[src/hw/timer_pkg.sv]
package timer_pkg;

   // ----------------------------------------------------------------
   // register bus
   // ----------------------------------------------------------------
   localparam int          ADDR_W = 4;
   localparam int          DATA_W = 16;
   localparam int          CTRL_W = 8;

   localparam logic [3:0]  ADDR_COUNT    = 4'h0;
   localparam logic [3:0]  ADDR_CCA      = 4'h1;
   localparam logic [3:0]  ADDR_CCB      = 4'h2;
   localparam logic [3:0]  ADDR_MODE     = 4'h3;
   localparam logic [3:0]  ADDR_PRESCALE = 4'h4;
   localparam logic [3:0]  ADDR_CAPCMP   = 4'h5;
   localparam logic [3:0]  ADDR_OUTCTL   = 4'h6;

   // ----------------------------------------------------------------
   // field positions
   // ----------------------------------------------------------------
   localparam int          MODE_LSB      = 2;
   localparam int          CLK_SEL_LSB   = 0;
   localparam int          TRIG_EDGE_LSB = 4;
   localparam int          CAP_EDGE_LSB  = 6;

   localparam int          CC_A_CAPTURE  = 0;
   localparam int          CC_A_REVERSE  = 1;
   localparam int          CC_B_CAPTURE  = 2;

   localparam int          OC_ENABLE     = 0;
   localparam int          OC_TOGGLE_A   = 1;
   localparam int          OC_INIT_CLEAR = 2;
   localparam int          OC_INIT_SET   = 3;
   localparam int          OC_TOGGLE_B   = 4;

   localparam logic [7:0]  MODE_MASK     = 8'h0C;
   localparam logic [7:0]  PRESCALE_MASK = 8'hF3;
   localparam logic [7:0]  CAPCMP_MASK   = 8'h07;
   localparam logic [7:0]  OUTCTL_MASK   = 8'h13;

   // ----------------------------------------------------------------
   // reset values
   // ----------------------------------------------------------------
   localparam logic [15:0] COUNT_RST     = 16'h0000;
   localparam logic [15:0] CC_RST        = 16'h0000;
   localparam logic [7:0]  CTRL_RST      = 8'h00;

   // ----------------------------------------------------------------
   // encodings
   // ----------------------------------------------------------------
   localparam logic [1:0]  MODE_STOP        = 2'h0;
   localparam logic [1:0]  MODE_EDGE_CLEAR  = 2'h2;
   localparam logic [1:0]  MODE_MATCH_CLEAR = 2'h3;

   localparam logic [1:0]  CLK_DIV1   = 2'h0;
   localparam logic [1:0]  CLK_DIV4   = 2'h1;
   localparam logic [1:0]  CLK_DIV256 = 2'h2;
   localparam logic [1:0]  CLK_EXT    = 2'h3;

   localparam logic [1:0]  EDGE_FALL  = 2'h0;
   localparam logic [1:0]  EDGE_RISE  = 2'h1;
   localparam logic [1:0]  EDGE_BOTH  = 2'h3;

   // ----------------------------------------------------------------
   // prescaler
   // ----------------------------------------------------------------
   localparam int          PRE_W       = 8;
   localparam logic [1:0]  DIV4_LAST   = 2'h3;
   localparam logic [7:0]  DIV256_LAST = 8'hFF;
   localparam logic [7:0]  PRE_RST     = 8'h00;

endpackage : timer_pkg

[src/hw/pin_edge_filter.sv]
`timescale 1ns/10ps
`default_nettype none

module pin_edge_filter (
   input  wire logic sys_clk,
   input  wire logic srst,
   input  wire logic pin,
   output logic      rise,
   output logic      fall
);

   logic             sample_reg;
   logic             level_reg;

   // ----------------------------------------------------------------
   // accept a level only after two equal samples
   // ----------------------------------------------------------------
   always_ff @(posedge sys_clk) begin
      if (srst) begin
         sample_reg <= 1'b0;
         level_reg  <= 1'b0;
         rise       <= 1'b0;
         fall       <= 1'b0;
      end else begin
         sample_reg <= pin;
         rise       <= 1'b0;
         fall       <= 1'b0;
         if ((pin == sample_reg) && (pin != level_reg)) begin
            level_reg <= pin;
            rise      <= pin;
            fall      <= ~pin;
         end
      end
   end

endmodule : pin_edge_filter

`default_nettype wire

[src/hw/timer_event_counter.sv]
// Contract
// - mode 11 starts counting aligned to the selected count clock, clear on match.
// - match with register a clears counter, raises irq a, toggles if enabled.
// - match interval is M+1 count clocks; square wave period twice that.
// - register b match raises irq b even when b is unused.
// - clock select 11 with mode 11 counts trigger edges, irq a on match.
// - first event-mode irq after M+2 edges, later ones after M+1.
// - trigger edge valid only after two consecutive equal samples.
// - mode 10 counts up, trigger edge clears to zero and resumes.
// - mode 10 without trigger edges overflows and keeps counting.
// - mode 10 counts at once, no wait for a trigger edge.
// - mode 10 compare registers each raise their own irq on match.
// - capture a stores count on capture edge or reverse trigger edge.
// - capture b stores count on trigger edge, irq b, then clears.
// - counter register reads the current count in every mode.
// - clock select: 00 full, 01 by 4, 10 by 256, 11 trigger edge.
// - edge select: 00 falling, 01 rising, 11 both; 10 prohibited.
// - output disabled holds pin low; enabled follows toggle logic.
// - irq a raised on match even with toggling disabled.
//
// Implementation choices: the strobed register port and the register addresses.
`timescale 1ns/10ps
`default_nettype none

module timer_event_counter
   import timer_pkg::*;
#(
   parameter int CNT_W = 16
) (
   input  wire logic              sys_clk,
   input  wire logic              srst,
   input  wire logic [ADDR_W-1:0] reg_addr,
   input  wire logic [DATA_W-1:0] reg_wdata,
   input  wire logic              reg_wr,
   input  wire logic              reg_rd,
   output logic      [DATA_W-1:0] reg_rdata,
   input  wire logic              trigger_input,
   input  wire logic              capture_input,
   output logic                   timer_out_pin,
   output logic                   match_irq_a,
   output logic                   match_irq_b
);

   logic [CNT_W-1:0]  count_value_reg;
   logic [CNT_W-1:0]  compare_capture_a_reg;
   logic [CNT_W-1:0]  compare_capture_b_reg;
   logic [CTRL_W-1:0] timer_mode_control_reg;
   logic [CTRL_W-1:0] prescale_select_reg;
   logic [CTRL_W-1:0] capcmp_control_reg;
   logic [CTRL_W-1:0] timer_output_control_reg;
   logic [PRE_W-1:0]  pre_reg;
   logic              started_reg;
   logic [DATA_W-1:0] rdata_next;

   logic [1:0]        op_mode;
   logic [1:0]        clk_sel;
   logic [1:0]        trigin_edge;
   logic [1:0]        capin_edge;
   logic              active;
   logic              edge_mode;
   logic              match_mode;
   logic              trig_rise;
   logic              trig_fall;
   logic              cap_rise;
   logic              cap_fall;
   logic              trig_hit;
   logic              trig_rev_hit;
   logic              cap_hit;
   logic              tick;
   logic              count_step;
   logic              a_is_cmp;
   logic              b_is_cmp;
   logic              match_a;
   logic              match_b;
   logic              cap_a_ev;
   logic              cap_b_ev;
   logic              toggle_ev;
   logic              wr_outctl;

   // ----------------------------------------------------------------
   // edge selection
   // ----------------------------------------------------------------
   function automatic logic edge_hit(input logic [1:0] sel,
                                     input logic       r,
                                     input logic       f);
      logic hit;
      hit = 1'b0;
      case (sel)
         EDGE_FALL: hit = f;
         EDGE_RISE: hit = r;
         EDGE_BOTH: hit = r | f;
         default:   hit = 1'b0;
      endcase
      return hit;
   endfunction : edge_hit

   pin_edge_filter u_trig_filter (
      .sys_clk (sys_clk),
      .srst    (srst),
      .pin     (trigger_input),
      .rise    (trig_rise),
      .fall    (trig_fall)
   );

   pin_edge_filter u_cap_filter (
      .sys_clk (sys_clk),
      .srst    (srst),
      .pin     (capture_input),
      .rise    (cap_rise),
      .fall    (cap_fall)
   );

   assign op_mode     = timer_mode_control_reg[MODE_LSB +: 2];
   assign clk_sel     = prescale_select_reg[CLK_SEL_LSB +: 2];
   assign trigin_edge = prescale_select_reg[TRIG_EDGE_LSB +: 2];
   assign capin_edge  = prescale_select_reg[CAP_EDGE_LSB +: 2];
   assign active      = (op_mode != MODE_STOP);
   assign edge_mode   = (op_mode == MODE_EDGE_CLEAR);
   assign match_mode  = (op_mode == MODE_MATCH_CLEAR);

   assign trig_hit     = edge_hit(trigin_edge, trig_rise, trig_fall);
   // opposite phase: swap rising and falling
   assign trig_rev_hit = edge_hit(trigin_edge, trig_fall, trig_rise);
   assign cap_hit      = edge_hit(capin_edge, cap_rise, cap_fall);

   // ----------------------------------------------------------------
   // count clock
   // ----------------------------------------------------------------
   always_ff @(posedge sys_clk) begin
      if (srst || !active) begin
         pre_reg <= PRE_RST;
      end else begin
         pre_reg <= pre_reg + 1'b1;
      end
   end

   always_comb begin
      case (clk_sel)
         CLK_DIV1:   tick = 1'b1;
         CLK_DIV4:   tick = (pre_reg[1:0] == DIV4_LAST);
         CLK_DIV256: tick = (pre_reg == DIV256_LAST);
         default:    tick = trig_hit;
      endcase
   end

   // first tick in clear-on-match mode only aligns the start
   always_ff @(posedge sys_clk) begin
      if (srst || !active) begin
         started_reg <= 1'b0;
      end else if (tick) begin
         started_reg <= 1'b1;
      end
   end

   assign count_step = active && tick && (!match_mode || started_reg);

   // ----------------------------------------------------------------
   // events
   // ----------------------------------------------------------------
   assign a_is_cmp = match_mode || !capcmp_control_reg[CC_A_CAPTURE];
   assign b_is_cmp = match_mode || !capcmp_control_reg[CC_B_CAPTURE];

   assign match_a = count_step && a_is_cmp
                    && (count_value_reg == compare_capture_a_reg);
   assign match_b = count_step && b_is_cmp
                    && (count_value_reg == compare_capture_b_reg);

   assign cap_a_ev = edge_mode && capcmp_control_reg[CC_A_CAPTURE]
                     && (cap_hit || (capcmp_control_reg[CC_A_REVERSE]
                                     && trig_rev_hit));
   assign cap_b_ev = edge_mode && capcmp_control_reg[CC_B_CAPTURE]
                     && trig_hit;

   assign toggle_ev =
      (match_a && timer_output_control_reg[OC_TOGGLE_A]) ||
      (match_b && timer_output_control_reg[OC_TOGGLE_B]);

   // ----------------------------------------------------------------
   // counter
   // ----------------------------------------------------------------
   always_ff @(posedge sys_clk) begin
      if (srst) begin
         count_value_reg <= COUNT_RST;
      end else if (!active) begin
         count_value_reg <= COUNT_RST;
      end else if (edge_mode && trig_hit) begin
         count_value_reg <= COUNT_RST;
      end else if (count_step) begin
         if (match_mode && match_a) begin
            count_value_reg <= COUNT_RST;
         end else begin
            count_value_reg <= count_value_reg + 1'b1;
         end
      end
   end

   // ----------------------------------------------------------------
   // interrupt pulses
   // ----------------------------------------------------------------
   always_ff @(posedge sys_clk) begin
      if (srst) begin
         match_irq_a <= 1'b0;
         match_irq_b <= 1'b0;
      end else begin
         match_irq_a <= match_a || (edge_mode && cap_hit
                        && capcmp_control_reg[CC_A_CAPTURE]);
         match_irq_b <= match_b || cap_b_ev;
      end
   end

   // ----------------------------------------------------------------
   // timer output
   // ----------------------------------------------------------------
   assign wr_outctl = reg_wr && (reg_addr == ADDR_OUTCTL);

   always_ff @(posedge sys_clk) begin
      if (srst) begin
         timer_out_pin <= 1'b0;
      end else if (wr_outctl && !reg_wdata[OC_ENABLE]) begin
         timer_out_pin <= 1'b0;
      end else if (wr_outctl && reg_wdata[OC_INIT_SET]) begin
         timer_out_pin <= 1'b1;
      end else if (wr_outctl && reg_wdata[OC_INIT_CLEAR]) begin
         timer_out_pin <= 1'b0;
      end else if (!timer_output_control_reg[OC_ENABLE]) begin
         timer_out_pin <= 1'b0;
      end else if (toggle_ev) begin
         timer_out_pin <= ~timer_out_pin;
      end
   end

   // ----------------------------------------------------------------
   // compare / capture registers
   // ----------------------------------------------------------------
   always_ff @(posedge sys_clk) begin
      if (srst) begin
         compare_capture_a_reg <= CC_RST;
      end else if (cap_a_ev) begin
         compare_capture_a_reg <= count_value_reg;
      end else if (reg_wr && (reg_addr == ADDR_CCA)) begin
         compare_capture_a_reg <= reg_wdata[CNT_W-1:0];
      end
   end

   always_ff @(posedge sys_clk) begin
      if (srst) begin
         compare_capture_b_reg <= CC_RST;
      end else if (cap_b_ev) begin
         compare_capture_b_reg <= count_value_reg;
      end else if (reg_wr && (reg_addr == ADDR_CCB)) begin
         compare_capture_b_reg <= reg_wdata[CNT_W-1:0];
      end
   end

   // ----------------------------------------------------------------
   // control registers
   // ----------------------------------------------------------------
   always_ff @(posedge sys_clk) begin
      if (srst) begin
         timer_mode_control_reg   <= CTRL_RST;
         prescale_select_reg      <= CTRL_RST;
         capcmp_control_reg       <= CTRL_RST;
         timer_output_control_reg <= CTRL_RST;
      end else if (reg_wr) begin
         if (reg_addr == ADDR_MODE) begin
            timer_mode_control_reg <= reg_wdata[CTRL_W-1:0] & MODE_MASK;
         end else if (reg_addr == ADDR_PRESCALE) begin
            prescale_select_reg <= reg_wdata[CTRL_W-1:0] & PRESCALE_MASK;
         end else if (reg_addr == ADDR_CAPCMP) begin
            capcmp_control_reg <= reg_wdata[CTRL_W-1:0] & CAPCMP_MASK;
         end else if (reg_addr == ADDR_OUTCTL) begin
            timer_output_control_reg <= reg_wdata[CTRL_W-1:0] & OUTCTL_MASK;
         end
      end
   end

   // ----------------------------------------------------------------
   // read path
   // ----------------------------------------------------------------
   always_comb begin
      rdata_next = '0;
      if (reg_addr == ADDR_COUNT) begin
         rdata_next = DATA_W'(count_value_reg);
      end else if (reg_addr == ADDR_CCA) begin
         rdata_next = DATA_W'(compare_capture_a_reg);
      end else if (reg_addr == ADDR_CCB) begin
         rdata_next = DATA_W'(compare_capture_b_reg);
      end else if (reg_addr == ADDR_MODE) begin
         rdata_next = DATA_W'(timer_mode_control_reg);
      end else if (reg_addr == ADDR_PRESCALE) begin
         rdata_next = DATA_W'(prescale_select_reg);
      end else if (reg_addr == ADDR_CAPCMP) begin
         rdata_next = DATA_W'(capcmp_control_reg);
      end else if (reg_addr == ADDR_OUTCTL) begin
         rdata_next = DATA_W'(timer_output_control_reg);
      end
   end

   always_ff @(posedge sys_clk) begin
      if (srst || !reg_rd) begin
         reg_rdata <= '0;
      end else begin
         reg_rdata <= rdata_next;
      end
   end

endmodule : timer_event_counter

`default_nettype wire

[config.mk]
export PLATFORM = sky130hd
export DESIGN_NAME = timer_event_counter
export DESIGN_NICKNAME = d
export VERILOG_FILES = /design/src/hw/timer_pkg.sv /design/src/hw/pin_edge_filter.sv /design/src/hw/timer_event_counter.sv
export SDC_FILE = /design/constraint.sdc
export NUM_CORES = 1
export LEC_CHECK = 0
export ABC_AREA = 1
export BUFFER_PORTS_ARGS = -buffer_cell sky130_fd_sc_hd__buf_2
export CAP_MARGIN = 5
export CORE_ASPECT_RATIO = 1.4
export CORE_MARGIN = 2
export CORE_UTILIZATION = 50
export DETAILED_ROUTE_END_ITERATION = 8
export PLACE_DENSITY = 0.69
export RECOVER_POWER = 25
export SLEW_MARGIN = 5
export SYNTH_ARGS = -nofsm -noshare
export SYNTH_HDL_FRONTEND = slang
export SYNTH_SLANG_ARGS = --single-unit
[constraint.sdc]
create_clock -name sys_clk -period 2.02 [get_ports sys_clk]
set_input_delay 0.101 -clock sys_clk [delete_from_list [all_inputs] [get_ports sys_clk]]
set_output_delay 0.101 -clock sys_clk [all_outputs]
set_load 0.02 [all_outputs]
# After elaboration in Yosys (flattened, before gate mapping)
# Cells that the tools add are included.
# W data, S select, Z words.
[totals]
ff_bits = 98
input_bits = 26
out_inout_bits = 19
word_cells = 132
[op_classes]
add_sub_neg = 2
eq_ne = 23
muxes = 20
bitwise = 11
n_reduce_logical = 55
[op_table]
columns = ["operator", "count"]
rows = [
  ["$mux W16", 8],
  ["$eq A16 B16 Y1", 2],
  ["$logic_and A1 B1 Y1", 25],
  ["$add A16 B1 Y16 const B", 1],
  ["$mux W8", 2],
  ["$eq A2 B2 Y1 const B", 6],
  ["$eq A4 B3 Y1 const B", 3],
  ["$pmux W1 S3", 4],
  ["$mux W5", 2],
  ["$logic_or A1 B1 Y1", 9],
  ["$not A1 Y1", 9],
  ["$add A8 B1 Y8 const B", 1],
  ["$eq A4 B2 Y1 const B", 2],
  ["$eq A8 B8 Y1 const B", 1],
  ["$eq A2 B1 Y1 const B", 3],
  ["$logic_not A1 Y1", 6],
  ["$logic_not A2 Y1", 3],
  ["$reduce_bool A2 Y1", 3],
  ["$reduce_or A2 Y1", 3],
  ["$reduce_and A5 Y1", 1],
  ["$eq A4 B1 Y1 const B", 1],
  ["$logic_not A4 Y1", 1],
  ["$mux W1", 4],
  ["$ne A4 B1 Y1 const B", 1],
  ["7 further kinds", 10],
]

# Depth between registers and ports, before layout
[logic_depth]
word_depth = 13
ltp_mapped = 15
depth_no_buf = 15

# Cells and area by module
# Synthesis repeated with hierarchy kept, for this count alone.
[unflattened]
cells_unflattened = 704
area_unflattened_um2 = 4978.5
[modules_own_cells]
columns = ["mod", "n_inst", "cells_per_inst", "area_each_um2"]
rows = [
  ["timer_event_counter", 1, 672, 4708.3],
  ["pin_edge_filter", 2, 16, 135.1],
]

# Worst setup path before layout
# OpenSTA, ideal clock, no wires.
[synth_path]
path_type = "reg2reg"
from = "register pre_reg[0]"
to = "register count_value_reg[12]"
setup_ps = 114
arrival_time_ps = 1465
path_slack_ps = 441
path_stages_with_launch = 13
n_path_buf = 0
period_less_slack_ps = 1579
cell_sequence = "dfxtp_1 -> ha_1 -> nand2_1 -> nor2_2 -> a21oi_2 -> nand2_4 -> nand2_8 -> nor2_4 -> nand2_1 -> nor2_2 -> nand2_1 -> nand2_1 -> nor2_1"
[synth_via]
elab_chain_len = 8
[synth_lines]
columns = ["element", "line", "source"]
rows = [
  ["start, declared", "timer_event_counter.sv:51", "logic [PRE_W-1:0] pre_reg;"],
  ["start signal, assigned", "timer_event_counter.sv:133", "pre_reg <= pre_reg + 1'b1;"],
  ["$eq A8 B8 Y1 or $eq A2 B2 Y1 (tied branches)", "timer_event_counter.sv:141, timer_event_counter.sv:140", ""],
  ["$pmux W1 S3 *", "timer_event_counter.sv:138", "case (clk_sel)"],
  ["$logic_and A1 B1 Y1 * (2 in series)", "timer_event_counter.sv:155", "assign count_step = active && tick && (!match_mode || started_reg);"],
  ["$logic_and A1 B1 Y1", "timer_event_counter.sv:163", "assign match_a = count_step && a_is_cmp"],
  ["$logic_and A1 B1 Y1", "timer_event_counter.sv:164", "&& (count_value_reg == compare_capture_a_reg);"],
  ["$logic_and A1 B1 Y1", "timer_event_counter.sv:189", "if (match_mode && match_a) begin"],
  ["$mux W16", "timer_event_counter.sv:189", ""],
  ["end signal, assigned", "timer_event_counter.sv:192", "count_value_reg <= count_value_reg + 1'b1;"],
  ["end, declared", "timer_event_counter.sv:44", "logic [CNT_W-1:0] count_value_reg;"],
]
# Mark *: on every way between the ends. The rest lies on a longest branch, timed or not.
# A chain may end at the register's enable or synchronous reset.

# Worst setup path in the final report
[layout_path]
from = "register count_value_reg[0]"
to = "register count_value_reg[12]"
[layout_via]
elab_chain_len = 4
[layout_lines]
columns = ["element", "line"]
rows = [
  ["parallel branches: the longest is 3 deep, another holds $add A16 B1 Y16", "--"],
  ["$mux W16 *", "timer_event_counter.sv:189"],
]
# Mark *: on every way between the ends.

==> reports/qor.txt <==
CTS max path bufs - 2
DRT Wirelength - 14000 um
RSZ-0062 raised after global routing - false
Post-synth EDFFs - 0
Internal - 2.99 mW
CTS tree - built
Syn Area/Cell - 7.18 um2
Max-slew headroom - 27.5%
Detailed-router iteration count before antenna repair - 5
Layout Skew - 0.00917 ns
Clock-pin slew on the worst setup and hold paths - 0.07 ns
Multi-input gate area - 0.00256 mm2
Crit path top cell by count - nand2_1
Netlist cell types - 47
Final GP Congestion - 0.906
Crit path capture type - flip-flop
Leakage - 2.09 nW
Count leader, synth - nand2_1
Outcome - finished, final reports clean
Via count - 4793
Initial antenna violation count - 0
Final worst path period need - 1.85 ns
Core area - 0.00979 mm2
Mapped Area - 0.00497 mm2
Switching power - 0.933 mW
Synth area leaders - dfxtp_1, nand2_1, nor2_1, o21ai_0, a21oi_1
Wire per inst - 16.1 um
Share of post-route cells with drive strength above 1 - 13.1%
Fmax - 0.541 GHz
Die Wd - 88.3 um
DP HPWL - 10200 um
Part of the power in the clock network - 44.0%
Reg power frac - 50.2%
Cts bufs inserted - 9
Via density - 5.52
Worst EP arrival - 2.09 ns
ANT cells - 0
Worst slew pin tran - 1.09 ns
Final worst-path cycle share - 91.5%
Nets@finish - 756
Worst Path Max Fanout - 5
Main flop type after synthesis - dfxtp_1
Worst hold path class - input port to flip-flop
Setup Crit Path Kind - flip-flop to flip-flop
Slowest cell delay on critical path - 0.46 ns
Largest net degree at the start of global routing - 30
Async SR Flop Fraction - 0%
Register area - 0.00196 mm2
Final hold vios - 0
Root Driver - clkbuf_16
Max VDD drop - 0.000419 V
Routed Antenna Nets - 0
Comb power frac - 5.8%
DRC Markers - 0
Post-CTS setup buffer count - 0
Dpl cells - 848
Pwr Density - 704 mW/mm2
Clock tree sinks - 98
Layout filler cell count - 954
Yosys top cell area share - 39.5%
Worst setup SP type - flip-flop
# H-tree levels - 3
Max-slew violation count - 0
Post-Synthesis Cells - 692
Worst setup startpoint - count_value_reg[0]
Maxcap violations - 0
Worst EP required - 2.26 ns
Iteration-0 DRC count of the detailed router - 314
Top cells by count, synth - nand2_1, dfxtp_1, nor2_1, inv_1, o21ai_0
# IOs - 45
Vias in the first global route - 4651
Worst-path cell chain - ha_1 > nand3_1 > nor2_1 > nand2_1 > nor2_4 > nand2_1 > nor2_2 > nand2_1 > nand2_1 > nor2_1
Crit-path slowest cell - dfxtp_1
Cell row count - 43
Sequential area share after synthesis - 39.5%
Setup TNS - 0 ns
R2r startpoint - count_value_reg[0]
Clock latency on the worst-skew pair - 0.35 ns
Setup Viol. Count Final - 0
Cell Count, Final, Fillers Out - 868
Synthesized flop and latch total - 98
Global route overflow - 0
Chip Height - 122 um
First-pass GRT wire length - 21900 um
Warning count from the yosys run - 0
Starting Density - 50.8%
Total Routing Usage GR - 26.6%
Area delta synth->final - 12.1%
Port bufs - 44
Worst Hold Launch - reg_wdata[3]
Syn Nets - 720
Cell taking the most area after synthesis - dfxtp_1
Sw Ratio - 23.8%
Die area - 0.0108 mm2
==> path summary, 6_finish.rpt <==
| kind | endpoint | slack [ns] | cells past startpoint |
|---|---|---|---|
| max reg2reg | count_value_reg[12] | 0.17 | 10 |
| min | compare_capture_a_reg[3] | 0.05 | 3 |
| min reg2reg | u_cap_filter.fall | 0.44 | 1 |
| max | count_value_reg[12] | 0.17 | 10 |
==> metrics by stage <==
stage	util (%)	total power, mW	hold WS (ns)	setup WS (ns)	cell area, um2
3_5_place_dp	53.7	2.23	0.303	0.0985	5250
6_report	56.9	3.92	0.0544	0.173	5570
2_1_floorplan	-	2.15	0.179	0.441	4970
3_3_place_gp	53.7	2.23	0.304	0.132	5250
5_1_grt	56.9	4.05	0.0554	0.0155	5570
4_1_cts	57.0	3.95	0.0450	0.0670	5580
==> timing repair <==
action,CTS,global route
hold buffers,3,0
hold endpoints to repair,5,0
resized for setup,0,3
setup endpoints to repair,0,6
==> worst max-delay path: cells and delay by family (launching register included) <==
kind / cells / cell delay [ns]
simple gates: 9 / 0.98
flops: 1 / 0.46
fa+ha+maj: 1 / 0.30
==> logic make-up (layout without fill, tap and decap cells) <==
group	count (synthesis)	after routing	synth area share, %
muxes	1	1	0.227
xor gates and xnor gates	27	27	4.76
and+or+nand+nor	299	299	27.6
adders and majority gates	2	2	0.503
DFF	98	98	39.5
AOI/OAI and AO/OA	155	156	18.0
buffers and inverters	110	150	9.42
==> area by class of cell <==
class                   instances  area share, %
clock buffers                  10           4.11
clock inverters                 6           1.21
inverters                      78           5.30
multi-input cells             485           45.9
flip-flops and latches         98           35.2
well taps                     135           3.03
repair buffers                 56           5.21
==> power by group through the flow <==
stage	Combinational, mW	Clock (mW)	Sequential [mW]
3_3_place_gp	0.216	0	2.01
2_1_floorplan	0.134	0	2.01
6_report	0.227	1.72	1.97
4_1_cts	0.225	1.76	1.97
5_1_grt	0.248	1.83	1.97
3_5_place_dp	0.219	0	2.01
==> placed cells by master, fill, tap and decap left out, drive strengths merged, types with 2 or more instances in the layout <==
master,count
o21bai,2
ha,2
a211oi,2
clkinv,3
dfxtp,98
inv,78
o21ai,65
o22ai,5
clkbuf,32
nand2,146
xnor2,11
a311oi,3
nand4,3
xor2,16
clkinvlp,2
a21oi,50
nor3,6
nor2,91
a31oi,16
a221oi,6
buf,31
dlygate4sd3,3
nor3b,3
and3b,2
o211ai,4
nand3,45
==> metal layers <==
metal,wire length (um),GRT usage (%)
met1,5220,29.2
met2,6860,44.5
met3,881,4.61
met4,1030,20.0
met5,0,0
No activity file was read; power rests on OpenSTA's default activity.
